===== src/pct_pkg.sv =====
// Purpose: Shared constants and types for the core cycle-timing sequencer
// Assumes: One 125 MHz clock, asynchronous active-low reset
// Notes: Cycle figures are whole system clocks, never machine cycles
package pct_pkg;

  // Clock and reset
  localparam int CLK_PERIOD_NS = 8;
  localparam logic [15:0] RESET_PC = 16'h0000;

  // Field widths
  localparam int CNT_W = 4;
  localparam int LEN_W = 2;

  // Timing bounds
  localparam logic [3:0] CYC_MAX = 4'h8;
  localparam logic [3:0] CYC_FIRST = 4'h1;
  localparam logic [3:0] CYC_XDM_ISSUE = 4'h1;

  // Size of the on-chip expansion RAM window in the external space
  localparam logic [16:0] EXPANSION_RAM_SIZE = 17'h01000;

  // Sequencer states
  typedef enum logic [0:0] {
    PCT_RUN,
    PCT_HALT
  } pct_state_t;

  // External-data move targets
  typedef enum logic [1:0] {
    PCT_XT_ONCHIP,
    PCT_XT_OFFCHIP,
    PCT_XT_FLASH
  } pct_xtgt_t;

endpackage

===== src/pct_dec_if.sv =====
// Purpose: Carrier between the sequencer and the opcode timing decoder
// Assumes: Purely combinational decode of one opcode byte
// Notes: Lengths in bytes, cycles in system clocks
`timescale 1ns/1ns
`default_nettype none
interface pct_dec_if;
  logic [7:0] op;
  logic [1:0] len;
  logic [3:0] cyc;
  logic cond;
  logic rel;
  logic xrd;
  logic xwr;
  logic cmov;

  modport dec (input op, output len, cyc, cond, rel, xrd, xwr, cmov);
  modport use_side (output op, input len, cyc, cond, rel, xrd, xwr, cmov);
endinterface
`default_nettype wire


===== src/pct_core_seq.sv =====
// Purpose: Cycle-exact instruction sequencer with fetch, branch and debug
// Assumes: code_data holds the byte at code_addr in the same cycle;
//   the datapath supplies branch conditions, jump targets and addresses
// Notes: Result and flag computation stays in the datapath outside
`timescale 1ns/1ns
`default_nettype none
module pct_core_seq (
  input wire logic clk,
  input wire logic nrst,
  input wire logic [7:0] code_data,
  input wire logic cond_true,
  input wire logic jump_valid,
  input wire logic [15:0] jump_addr,
  input wire logic [15:0] xdm_addr,
  input wire logic flash_wr_en,
  input wire logic [15:0] cm_addr,
  input wire logic dbg_halt_req,
  input wire logic dbg_run_req,
  input wire logic dbg_step_req,
  input wire logic bp_en,
  input wire logic [15:0] bp_addr,
  input wire logic wp_en,
  input wire logic [15:0] wp_addr,
  output logic [15:0] code_addr,
  output logic code_rd,
  output logic cm_rd,
  output logic instr_done,
  output logic instr_taken,
  output logic [7:0] instr_op,
  output logic xdm_req,
  output logic xdm_we,
  output logic [15:0] xdm_addr_out,
  output logic [1:0] xdm_target,
  output logic halted
);

  typedef struct packed {
    pct_pkg::pct_state_t st;
    logic [3:0] cnt;
    logic [7:0] op;
    logic [7:0] rel;
    logic [15:0] pc;
    logic [15:0] code_addr;
    logic code_rd;
    logic cm_rd;
    logic done;
    logic taken;
    logic [7:0] done_op;
    logic xdm_req;
    logic xdm_we;
    logic [15:0] xdm_addr;
    pct_pkg::pct_xtgt_t xdm_tgt;
    logic step;
    logic hold_pend;
    logic skip_bp;
  } pct_seq_t;

  pct_seq_t s;
  pct_seq_t n;
  pct_dec_if dec ();
  logic first;
  logic fetch;
  logic last_byte;
  logic last;
  logic bp_hit;
  logic [15:0] seq_pc;
  logic [7:0] rel_now;
  logic [15:0] target;

  pct_decoder u_dec (
    .d(dec)
  );

  // Opcode shown to the decoder: live byte in the first clock
  assign first = (s.st == pct_pkg::PCT_RUN) && (s.cnt == pct_pkg::CYC_FIRST);
  assign dec.op = first ? code_data : s.op;

  assign fetch = (s.st == pct_pkg::PCT_RUN) && (s.cnt <= {2'h0, dec.len});
  assign last_byte = fetch && (s.cnt == {2'h0, dec.len});
  assign seq_pc = fetch ? s.pc + 16'h0001 : s.pc;
  assign rel_now = last_byte ? code_data : s.rel;
  assign target = seq_pc + {{8{rel_now[7]}}, rel_now};

  assign last = (s.cnt == dec.cyc) ||
    (dec.cond && !cond_true && (s.cnt == dec.cyc - 4'h1));

  assign bp_hit = bp_en && (s.pc == bp_addr) && !s.skip_bp;

  // Next-state logic
  always_comb begin
    n = s;
    n.done = 1'b0;
    n.taken = 1'b0;
    n.cm_rd = 1'b0;
    n.xdm_req = 1'b0;
    n.xdm_we = 1'b0;
    case (s.st)
      pct_pkg::PCT_HALT: begin
        n.code_rd = 1'b0;
        if (dbg_run_req || dbg_step_req) begin
          n.st = pct_pkg::PCT_RUN;
          n.step = dbg_step_req;
          n.skip_bp = 1'b1;
          n.code_rd = 1'b1;
          n.cnt = pct_pkg::CYC_FIRST;
        end
      end
      pct_pkg::PCT_RUN: begin
        if (first && (dbg_halt_req || s.hold_pend || bp_hit)) begin
          n.st = pct_pkg::PCT_HALT;
          n.code_rd = 1'b0;
          n.hold_pend = 1'b0;
          n.step = 1'b0;
        end else begin
          if (fetch) begin
            n.pc = seq_pc;
          end
          if (first) begin
            n.op = code_data;
          end
          if (last_byte) begin
            n.rel = code_data;
          end
          if ((dec.xrd || dec.xwr) && s.cnt == pct_pkg::CYC_XDM_ISSUE) begin
            n.xdm_req = 1'b1;
            n.xdm_we = dec.xwr;
            n.xdm_addr = xdm_addr;
            if (dec.xwr && flash_wr_en) begin
              n.xdm_tgt = pct_pkg::PCT_XT_FLASH;
            end else if ({1'b0, xdm_addr} < pct_pkg::EXPANSION_RAM_SIZE) begin
              n.xdm_tgt = pct_pkg::PCT_XT_ONCHIP;
            end else begin
              n.xdm_tgt = pct_pkg::PCT_XT_OFFCHIP;
            end
            if (wp_en && xdm_addr == wp_addr) begin
              n.hold_pend = 1'b1;
            end
          end
          if (last) begin
            n.cnt = pct_pkg::CYC_FIRST;
            n.done = 1'b1;
            n.done_op = dec.op;
            n.skip_bp = 1'b0;
            if (s.step) begin
              n.hold_pend = 1'b1;
              n.step = 1'b0;
            end
            if (dec.rel && (!dec.cond || s.cnt == dec.cyc)) begin
              n.pc = target;
              n.taken = 1'b1;
            end else if (jump_valid) begin
              n.pc = jump_addr;
              n.taken = 1'b1;
            end
          end else begin
            n.cnt = s.cnt + 4'h1;
          end
          n.code_addr = n.pc;
          if (dec.cmov && s.cnt == pct_pkg::CYC_FIRST) begin
            n.cm_rd = 1'b1;
            n.code_addr = cm_addr;
          end
        end
      end
      default: begin
        n.st = pct_pkg::PCT_HALT;
        n.code_rd = 1'b0;
      end
    endcase
  end

  // State register
  always_ff @(posedge clk or negedge nrst) begin
    if (!nrst) begin
      s <= '{st: pct_pkg::PCT_RUN, cnt: pct_pkg::CYC_FIRST, op: 8'h00,
        rel: 8'h00, pc: pct_pkg::RESET_PC,
        code_addr: pct_pkg::RESET_PC, code_rd: 1'b1, cm_rd: 1'b0,
        done: 1'b0, taken: 1'b0, done_op: 8'h00, xdm_req: 1'b0,
        xdm_we: 1'b0, xdm_addr: 16'h0000,
        xdm_tgt: pct_pkg::PCT_XT_ONCHIP, step: 1'b0, hold_pend: 1'b0,
        skip_bp: 1'b0};
    end else begin
      s <= n;
    end
  end

  // Outputs straight from the state register
  // debug state held privately here
  assign code_addr = s.code_addr;
  assign code_rd = s.code_rd;
  assign cm_rd = s.cm_rd;
  assign instr_done = s.done;
  assign instr_taken = s.taken;
  assign instr_op = s.done_op;
  assign xdm_req = s.xdm_req;
  assign xdm_we = s.xdm_we;
  assign xdm_addr_out = s.xdm_addr;
  assign xdm_target = s.xdm_tgt;
  assign halted = (s.st == pct_pkg::PCT_HALT);

endmodule
`default_nettype wire


===== src/pct_decoder.sv =====
// Purpose: Opcode to byte length, clock count and class decode
// Assumes: All 256 codes decoded; the one spare code acts as a no-op
// Notes: Cycle count given is the taken path for conditional branches
`timescale 1ns/1ns
`default_nettype none
module pct_decoder (
  pct_dec_if.dec d
);

  // Slowest clock count, declared ahead of its use in the table
  localparam logic [3:0] CYC_MAX_L = pct_pkg::CYC_MAX;

  logic [3:0] hi;

  always_comb begin
    hi = d.op[7:4];
    d.len = 2'h1;
    d.cyc = 4'h1;
    d.cond = 1'b0;
    d.rel = 1'b0;
    d.xrd = 1'b0;
    d.xwr = 1'b0;
    d.cmov = 1'b0;
    if (d.op[3]) begin
      // Working register column
      // register operand single cycle except rows 7, 8, a, b and d
      case (hi)
        4'h7, 4'h8, 4'ha: begin
          d.len = 2'h2;
          d.cyc = 4'h2;
        end
        4'hb: begin
          d.len = 2'h3;
          d.cyc = 4'h4;
          d.cond = 1'b1;
          d.rel = 1'b1;
        end
        4'hd: begin
          d.len = 2'h2;
          d.cyc = 4'h3;
          d.cond = 1'b1;
          d.rel = 1'b1;
        end
        default: begin
          d.len = 2'h1;
          d.cyc = 4'h1;
        end
      endcase
    end else begin
      case (d.op[2:0])
        // Pointer indirect column
        3'h6, 3'h7: begin
          case (hi)
            4'h7, 4'h8, 4'ha: begin
              d.len = 2'h2;
              d.cyc = 4'h2;
            end
            4'hb: begin
              d.len = 2'h3;
              d.cyc = 4'h5;
              d.cond = 1'b1;
              d.rel = 1'b1;
            end
            default: begin
              d.len = 2'h1;
              d.cyc = 4'h2;
            end
          endcase
        end
        // Direct byte column
        3'h5: begin
          case (hi)
            4'h7, 4'h8: begin
              d.len = 2'h3;
              d.cyc = 4'h3;
            end
            4'ha: begin
              d.len = 2'h1;
              d.cyc = 4'h1;
            end
            4'hb, 4'hd: begin
              d.len = 2'h3;
              d.cyc = 4'h4;
              d.cond = 1'b1;
              d.rel = 1'b1;
            end
            default: begin
              d.len = 2'h2;
              d.cyc = 4'h2;
            end
          endcase
        end
        // Accumulator and immediate column
        3'h4: begin
          case (hi)
            4'h0, 4'h1, 4'hc, 4'hd, 4'he, 4'hf: begin
              d.len = 2'h1;
              d.cyc = 4'h1;
            end
            4'h8: begin
              d.len = 2'h1;
              d.cyc = CYC_MAX_L;
            end
            4'ha: begin
              d.len = 2'h1;
              d.cyc = 4'h4;
            end
            4'hb: begin
              d.len = 2'h3;
              d.cyc = 4'h4;
              d.cond = 1'b1;
              d.rel = 1'b1;
            end
            default: begin
              d.len = 2'h2;
              d.cyc = 4'h2;
            end
          endcase
        end
        3'h3: begin
          case (hi)
            4'h4, 4'h5, 4'h6: begin
              d.len = 2'h3;
              d.cyc = 4'h3;
            end
            4'h7, 4'h8, 4'h9: begin
              d.len = 2'h1;
              d.cyc = 4'h3;
              d.cmov = (hi != 4'h7);
            end
            4'he, 4'hf: begin
              d.len = 2'h1;
              d.cyc = 4'h3;
              d.xrd = (hi == 4'he);
              d.xwr = (hi == 4'hf);
            end
            default: begin
              d.len = 2'h1;
              d.cyc = 4'h1;
            end
          endcase
        end
        3'h2: begin
          case (hi)
            4'h0, 4'h1: begin
              d.len = 2'h3;
              d.cyc = 4'h4;
            end
            4'h2, 4'h3: begin
              d.len = 2'h1;
              d.cyc = 4'h5;
            end
            4'he, 4'hf: begin
              d.len = 2'h1;
              d.cyc = 4'h3;
              d.xrd = (hi == 4'he);
              d.xwr = (hi == 4'hf);
            end
            default: begin
              d.len = 2'h2;
              d.cyc = 4'h2;
            end
          endcase
        end
        3'h1: begin
          d.len = 2'h2;
          d.cyc = 4'h3;
        end
        default: begin
          case (hi)
            4'h0: begin
              d.len = 2'h1;
              d.cyc = 4'h1;
            end
            4'h1, 4'h2, 4'h3: begin
              d.len = 2'h3;
              d.cyc = 4'h4;
              d.cond = 1'b1;
              d.rel = 1'b1;
            end
            4'h4, 4'h5, 4'h6, 4'h7: begin
              d.len = 2'h2;
              d.cyc = 4'h3;
              d.cond = 1'b1;
              d.rel = 1'b1;
            end
            4'h8: begin
              d.len = 2'h2;
              d.cyc = 4'h3;
              d.rel = 1'b1;
            end
            4'h9: begin
              d.len = 2'h3;
              d.cyc = 4'h3;
            end
            4'he, 4'hf: begin
              d.len = 2'h1;
              d.cyc = 4'h3;
              d.xrd = (hi == 4'he);
              d.xwr = (hi == 4'hf);
            end
            default: begin
              d.len = 2'h2;
              d.cyc = 4'h2;
            end
          endcase
        end
      endcase
    end
  end

endmodule
`default_nettype wire


===== config.mk =====
export PLATFORM = sky130hd
export DESIGN_NAME = pct_core_seq
export DESIGN_NICKNAME = d
export VERILOG_FILES = /design/src/pct_pkg.sv /design/src/pct_dec_if.sv /design/src/pct_core_seq.sv /design/src/pct_decoder.sv
export SDC_FILE = /design/constraint.sdc
export NUM_CORES = 1
export LEC_CHECK = 0
export ABC_CLOCK_PERIOD_IN_PS = 6100
export CAP_MARGIN = 20
export CORE_ASPECT_RATIO = 1.75
export CORE_MARGIN = 4
export CORE_UTILIZATION = 49
export DETAILED_ROUTE_END_ITERATION = 10
export DONT_BUFFER_PORTS = 1
export PLACE_DENSITY_LB_ADDON = 0.12
export SYNTH_ARGS = -nofsm -noshare
export SYNTH_HDL_FRONTEND = slang
export SYNTH_SLANG_ARGS = --single-unit

===== constraint.sdc =====
create_clock -name clk -period 6.1 [get_ports clk]
set_clock_uncertainty 0.05 [all_clocks]
set_input_delay 1.525 -clock clk [delete_from_list [all_inputs] [get_ports clk]]
set_output_delay 1.525 -clock clk [all_outputs]
set_load 0.03 [all_outputs]

==> metrics.md, run 1 <==
| Metric | Value |
|---|---|
| Worst-path clk slew | around 0.07 ns |
| Critical Path Start Type | flip-flop |
| Rows | 58 |
| Post-route ant nets | 0 |
| Cts bufs inserted | 9 |
| Outcome | finished with violations |
| Register area | about 2200 µm² |
| Worst-margin pin slew | approximately 1.4 ns |
| Unrepaired setup endpoints after global routing | true |
| Synth Register Bits | 88 |
| Failing checks | setup timing |
| GRT Util Overall | between 20% and 30% |
| Final Cycle Share | 102% |
| Placer Congestion | roughly 0.96 |
| First-pass GRT wire length | ~39000 µm |
| Min-delay src | s[71]$_DFFE_PN0P_ |
| Ys Warns | 0 |
| Area growth syn-to-layout | 22.6% |
| Max capacitance violation total | 0 |
| Required time of the critical path | around 6.3 ns |
| I/O Buffers | 0 |
| Critical path's most frequent cell | a21oi_2 |
| Nets | 1044 |
| Critical path arrival | roughly 6.4 ns |
| Largest net degree at the start of global routing | 89 |
| Post-synth EDFFs | 0 |
| Worst Hold Class | flip-flop to flip-flop |
| Final hold violation count | 0 |
| CP Capture Type | flip-flop |
| Io pins | around 150 |
| Max Slew Vio Count | 0 |
| Multi-input gate area | between 5000 and 6000 µm² |
| Drt pass-1 iters | 5 |
| Critical path class | flip-flop to flip-flop |
| Final setup fails | 8 |
| DR vias | 6957 |
| WHS | between 0.4 and 0.5 ns |
| Commonest non-fill, non-tap cell in the layout | buf_4 |
| Reg2reg end | code_addr[15]$_DFFE_PN0P_ |
| Clock latency at the later pin of the worst-skew pair | ~0.35 ns |
| Endpoint, Worst Hold | s[71]$_DFFE_PN0P_ |
| Part of the Yosys area used for sequential elements | 30.1% |
| Placed Cells | 1083 |
| Vias in the first global route | a little over 7000 |
| DR iter-0 viols | 316 |
| Clock Path Buffers | 2 |
| R2R depth | 28 |
| Drt total wl | 26200 µm |
| Residual DRC | 0 |
| Final cell count without fillers | 1109 |
| Initial Util | ~51% |
| Setup WS post-layout | -0.139 ns |
| Max H-tree Level | 3 |
| Clock root cell | clkbuf_16 |
| Share of layout cells above drive strength 1 | between 30% and 40% |
| Number of fill cells in the layout | between 1000 and 1500 |
| Slew Limit Headroom | under 10% |
| Reg2Reg Setup Slack | -0.14 ns |
| Min cycle time layout | approximately 6.2 ns |
| DR vias/cell | 6.27 |
| Hold Path Depth | 2 |
| N_diodes | 0 |
| Total grt overflow | 0 |
| Crit Path Max Fanout | 7 |
| Mapped Area | roughly 7300 µm² |
| Cts hold-fix bufs | 0 |
| Chip Width | between 100 and 150 µm |
| Synth async-reset ratio | between 90% and 100% |
| Yosys cell types | 80 |
| Initial antenna violation count | 0 |
| Core region area | about 15000 µm² |
| Syn Inst Count | ~870 |
| Die area | around 17000 µm² |
| Ys flop type | dfrtp_1 |
| CTS tree | built |
| Detailed Place HPWL | 19900 µm |
| Crit path largest cell delay | approximately 0.55 ns |
| Worst reg2reg startpoint | s[83]$_DFFE_PN1P_ |
| Average size of a mapped cell | 8.40 µm² |
| DR WL/cell | about 24 µm |
| Sink Count | 88 |
| Highest clock rate | 160 MHz |
| Highest-count cells in the layout ignoring fill and taps | buf_4, nand2_1, dfrtp_1, nor2_1 |
| Mapped Nets | between 900 and 1000 |
| CP max-delay cell | dfstp_2 |
| Die height | between 150 and 200 µm |
==> worst max-delay path by stage <==
stage	slack (ns)	start	endpoint	cells past startpoint
finish	-0.14	s[83]$_DFFE_PN1P_	code_addr[15]$_DFFE_PN0P_	28
global placement	-0.58	code_data[7]	code_addr[12]$_DFFE_PN0P_	26
detailed placement	-0.64	code_data[7]	code_addr[12]$_DFFE_PN0P_	27
floorplan	-0.18	code_data[7]	code_addr[15]$_DFFE_PN0P_	25
global route	-0.51	s[83]$_DFFE_PN1P_	code_addr[15]$_DFFE_PN0P_	28
CTS	-0.04	s[83]$_DFFE_PN1P_	code_addr[15]$_DFFE_PN0P_	27
==> synth_stat cells (5+ instances only) <==
| cell | count | area share (%) |
|---|---|---|
| and2_1 | 10 | 0.85 |
| a31oi_1 | 7 | 0.60 |
| a22oi_1 | 10 | 1.0 |
| nor4_1 | 8 | 0.68 |
| nor2_1 | 53 | 2.7 |
| o21ai_0 | 43 | 2.9 |
| nand4_1 | 12 | 1.0 |
| buf_2 | 7 | 0.48 |
| dfrtp_1 | 86 | 29 |
| inv_1 | 16 | 0.82 |
| nor2b_1 | 10 | 0.85 |
| buf_4 | 43 | 4.4 |
| a21oi_1 | 41 | 2.8 |
| ha_1 | 21 | 3.6 |
| or2_2 | 7 | 0.60 |
| o21bai_1 | 7 | 0.72 |
| nor3_1 | 17 | 1.2 |
| nand2b_1 | 9 | 0.77 |
| and3_1 | 9 | 0.77 |
| o22ai_1 | 9 | 0.77 |
| a211oi_1 | 5 | 0.51 |
| a21o_1 | 6 | 0.61 |
| mux2_2 | 34 | 5.2 |
| o21ai_1 | 14 | 0.96 |
| xor2_1 | 25 | 3.0 |
| o211ai_1 | 14 | 1.4 |
| nand3_1 | 31 | 2.1 |
| nand3b_1 | 5 | 0.51 |
| xnor2_1 | 46 | 5.5 |
| mux2i_1 | 26 | 3.5 |
| nand2_1 | 102 | 5.2 |
| clkbuf_1 | 47 | 2.4 |
| or3_1 | 9 | 0.77 |
| nor3b_1 | 5 | 0.51 |
==> cell type report <==
type	count	area share, %
Tap cell	180	2.50
Inverter	17	0.710
Clock buffer	10	2.66
Sequential cell	88	24.5
Clock inverter	6	1.09
Multi-Input combinational cell	666	55.8
Timing Repair Buffer	142	12.7
==> per-layer routing <==
layer	GRT usage, %	up-vias	share of wire (%)
li1	-	3186	-
met1	28.9	3392	34
met2	56.2	270	55
met3	3.81	109	4.1
met4	19.6	0	7.6
met5	0	-	0
==> cells by family (layout without fill, tap and decap cells) <==
| group | count (synthesis) | in the layout | share of synthesized area [%] |
|---|---|---|---|
| flops | 88 | 88 | 30.1 |
| compound gates | 201 | 201 | 18.1 |
| fa+ha+maj | 22 | 22 | 3.85 |
| xor+xnor | 71 | 71 | 8.48 |
| buf+inv | 119 | 175 | 8.72 |
| mux | 63 | 63 | 9.43 |
| simple gates | 309 | 309 | 21.4 |
==> critical path: cells and delay by family, from the launching register on <==
family,cells,cell delay (ns)
AO/OA/AOI/OAI,14,2.24
XOR/XNOR,2,0.43
adder cells (fa/ha/maj),3,0.65
buffers and inverters,4,0.62
flip-flops,1,0.55
multiplexers,1,0.32
AND/OR/NAND/NOR,4,1.24
==> timing repair <==
item                       CTS  global route
hold endpoints to repair     0             0
setup buffers                5             9
gates cloned                 0             0
resized for setup           24            59
pin swaps                   16            40
setup endpoints to repair   14            21
==> sequential cells by signal, indices dropped and copies added, names as in the netlist <==
| name | cells |
|---|---|
| xdm_target | 2 |
| instr_taken | 1 |
| xdm_req | 1 |
| code_rd | 1 |
| code_addr | 16 |
| cm_rd | 1 |
| instr_op | 8 |
| s | 39 |
| xdm_addr_out | 16 |
| instr_done | 1 |
| xdm_we | 1 |
| halted | 1 |
==> metrics by stage <==
| step | instance area, µm² | utilization (%) | worst slack [ns] | TNS (ns) |
|---|---|---|---|---|
| 2_1_floorplan | 7510 | - | -0.182 | -0.609 |
| 3_3_place_gp | 8160 | 56.2 | -0.577 | -7.29 |
| 3_5_place_dp | 8160 | 56.2 | -0.637 | -7.48 |
| 4_1_cts | 8670 | 59.8 | -0.0415 | -0.0966 |
| 5_1_grt | 8990 | 62.0 | -0.512 | -3.80 |
| 6_report | 8990 | 62.0 | -0.139 | -0.515 |
Power of run 1 is left out: the tool's default activity adds up to more than one toggle a clock period on the data nets, which glitch-free logic cannot reach.
==> inputs of run 2 (changes only) <==
--- a/config.mk
+++ b/config.mk
@@ -12,6 +12,7 @@
 export CORE_UTILIZATION = 49
 export DETAILED_ROUTE_END_ITERATION = 10
 export DONT_BUFFER_PORTS = 1
+export MAX_ROUTING_LAYER = met4
 export PLACE_DENSITY_LB_ADDON = 0.12
 export SYNTH_ARGS = -nofsm -noshare
 export SYNTH_HDL_FRONTEND = slang
==> run 2 against run 1 <==
  * The flow still finishes with violations (setup timing)
  * Setup slack better by 0.069 ns
  * Global-route usage up 1.8 points
  * Wire length down 1.1%
  * Core utilization down 0.46 points
  * First-iteration DRC count up 34%
  * Non-clock buffer count unchanged
  * Sequential share of layout area up 0.18 points
  * Critical path depth down 1
  * Die area unchanged
  * Critical path type unchanged
==> metrics.md, run 2 (synthesized netlist as in run 1, its figures left out) <==
| Metric | Value |
|---|---|
| Outcome | finished with violations |
| Failing checks | setup timing |
| Share of layout cells above drive strength 1 | roughly 30% |
| Drt pass-1 iters | 5 |
| Nets | between 1000 and 1500 |
| Largest register FFs | 39 |
| Die area | about 17000 µm² |
| Reg2reg end | code_addr[15]$_DFFE_PN0P_ |
| Setup WS post-layout | -0.0704 ns |
| Clock Path Buffers | 2 |
| Reg2Reg Setup Slack | -0.07 ns |
| Required time of the critical path | 6.26 ns |
| Highest clock rate | ~160 MHz |
| GRT Util Overall | a little under a third |
| DR vias | slightly below 7000 |
| Chip Width | ~100 µm |
| Crit Path Max Fanout | 6 |
| Worst-path clk slew | ~0.080 ns |
| TNS Setup | -0.233 ns |
| Final setup fails | 6 |
| Rows | 58 |
| Vias in the first global route | roughly 7000 |
| Worst-margin pin slew | around 0.98 ns |
| Clock latency at the later pin of the worst-skew pair | 0.34 ns |
| Area growth syn-to-layout | 21.7% |
| Initial antenna violation count | 0 |
| Top Layer Used | met4 |
| DR iter-0 viols | 425 |
| Worst path depth | 27 |
| Critical Path End | code_addr[15]$_DFFE_PN0P_ |
| I/O Buffers | 0 |
| Detailed Place HPWL | slightly above 20000 µm |
| CP Buf/Inv Count | 2 |
| Crit. Startpoint | s[83]$_DFFE_PN1P_ |
| Total grt overflow | 0 |
| Io pins | 147 |
| CP Capture Type | flip-flop |
| Biggest register | s |
| N_diodes | 0 |
| Placer Congestion | 0.973 |
| First-pass GRT wire length | between 30000 and 40000 µm |
| DR WL/cell | ~23 µm |
| Initial Util | between 50% and 60% |
| Critical path's most frequent cell | ha_4 |
| Met3 Wirelength | between 1000 and 1500 µm |
| Die height | ~170 µm |
| Commonest non-fill, non-tap cell in the layout | buf_4 |
| Max Slew Vio Count | 0 |
| Post-route ant nets | 0 |
| Crit path largest cell delay | roughly 0.56 ns |
| Max capacitance violation total | 0 |
| Slew Limit Headroom | between 30% and 40% |
| Sink Count | 88 |
| Drt total wl | about 26000 µm |
| CP max-delay cell | dfstp_2 |
| Core region area | approximately 15000 µm² |
| Largest net degree at the start of global routing | slightly below 90 |
| Worst reg2reg startpoint | s[83]$_DFFE_PN1P_ |
| Unrepaired setup endpoints after global routing | true |
| Min cycle time layout | 6.17 ns |
| Critical path arrival | 6.33 ns |
| Final Cycle Share | 101% |
| Critical Path Start Type | flip-flop |
| Clock root cell | clkbuf_16 |
| DR vias/cell | 6.23 |
| Cts bufs inserted | 9 |
| Met2 Wirelength | 13900 µm |
| Worst Hold Class | flip-flop to flip-flop |
| Max H-tree Level | 3 |
| Critical path class | flip-flop to flip-flop |
| Final hold violation count | 0 |
| CTS tree | built |
| Highest-count cells in the layout ignoring fill and taps | buf_4, nand2_1, dfrtp_1, nor2_1, xnor2_1 |
| Family with the most delay on the worst path | compound AO/OA/AOI/OAI gates |
| Residual DRC | 0 |
| R2R depth | 27 |
| Wl on met1 | ~8500 µm |
run 2: routing by layer:
metal	global-route usage, %	up-vias
met5	-	-
met4	23.8	0
met3	3.32	118
met2	56.0	289
met1	30.4	3320
li1	-	3186
run 2: final cells by class:
type / instances / area [µm²]
Clock inverter: 7 / 72.6
Tap cell: 180 / 225
Inverter: 17 / 63.8
Timing Repair Buffer: 142 / 1160
Multi-Input combinational cell: 666 / 4970
Clock buffer: 9 / 225
Fill cell: 1286 / 5590
Sequential cell: 88 / 2200
run 2: worst min-delay path by stage:
stage / start / end / slack, ns / depth (start not counted)
floorplan: s[69]$_DFFE_PN0P_ / s[69]$_DFFE_PN0P_ / 0.39 / 2
global placement: s[67]$_DFFE_PN0P_ / s[67]$_DFFE_PN0P_ / 0.41 / 2
detailed placement: s[71]$_DFFE_PN0P_ / s[71]$_DFFE_PN0P_ / 0.41 / 2
CTS: s[71]$_DFFE_PN0P_ / s[71]$_DFFE_PN0P_ / 0.43 / 2
global route: s[72]$_DFFE_PN0P_ / s[72]$_DFFE_PN0P_ / 0.45 / 2
finish: s[71]$_DFFE_PN0P_ / s[71]$_DFFE_PN0P_ / 0.43 / 2
run 2: per-stage QoR:
stage | util [%] | cell area, µm² | std cells | setup slack (ns) | hold WS [ns]
floorplan | - | 7510 | 873 | -0.182 | 0.392
global placement | 56.1 | 8140 | 1082 | -0.534 | 0.405
detailed placement | 56.1 | 8140 | 1082 | -0.543 | 0.415
CTS | 59.6 | 8650 | 1102 | -0.120 | 0.432
global route | 61.5 | 8930 | 1109 | -0.405 | 0.448
finish | 61.5 | 8930 | 1109 | -0.0704 | 0.429
run 2: tightest hold or removal path, delay by kind of cell (launching register included):
family / cells / cell delay (ns)
flip-flops: 1 / 0.35
AND/OR/NAND/NOR: 2 / 0.10
run 2: what timing repair did:
action,4_1_cts,5_1_grt
pin swaps,12,25
cloned,2,0
hold buffers,0,0
resized for setup,28,38
endpoints found under the hold margin,0,0
setup buffers,3,8
setup endpoints to repair,11,17
Power of run 2 is left out for the same reason.
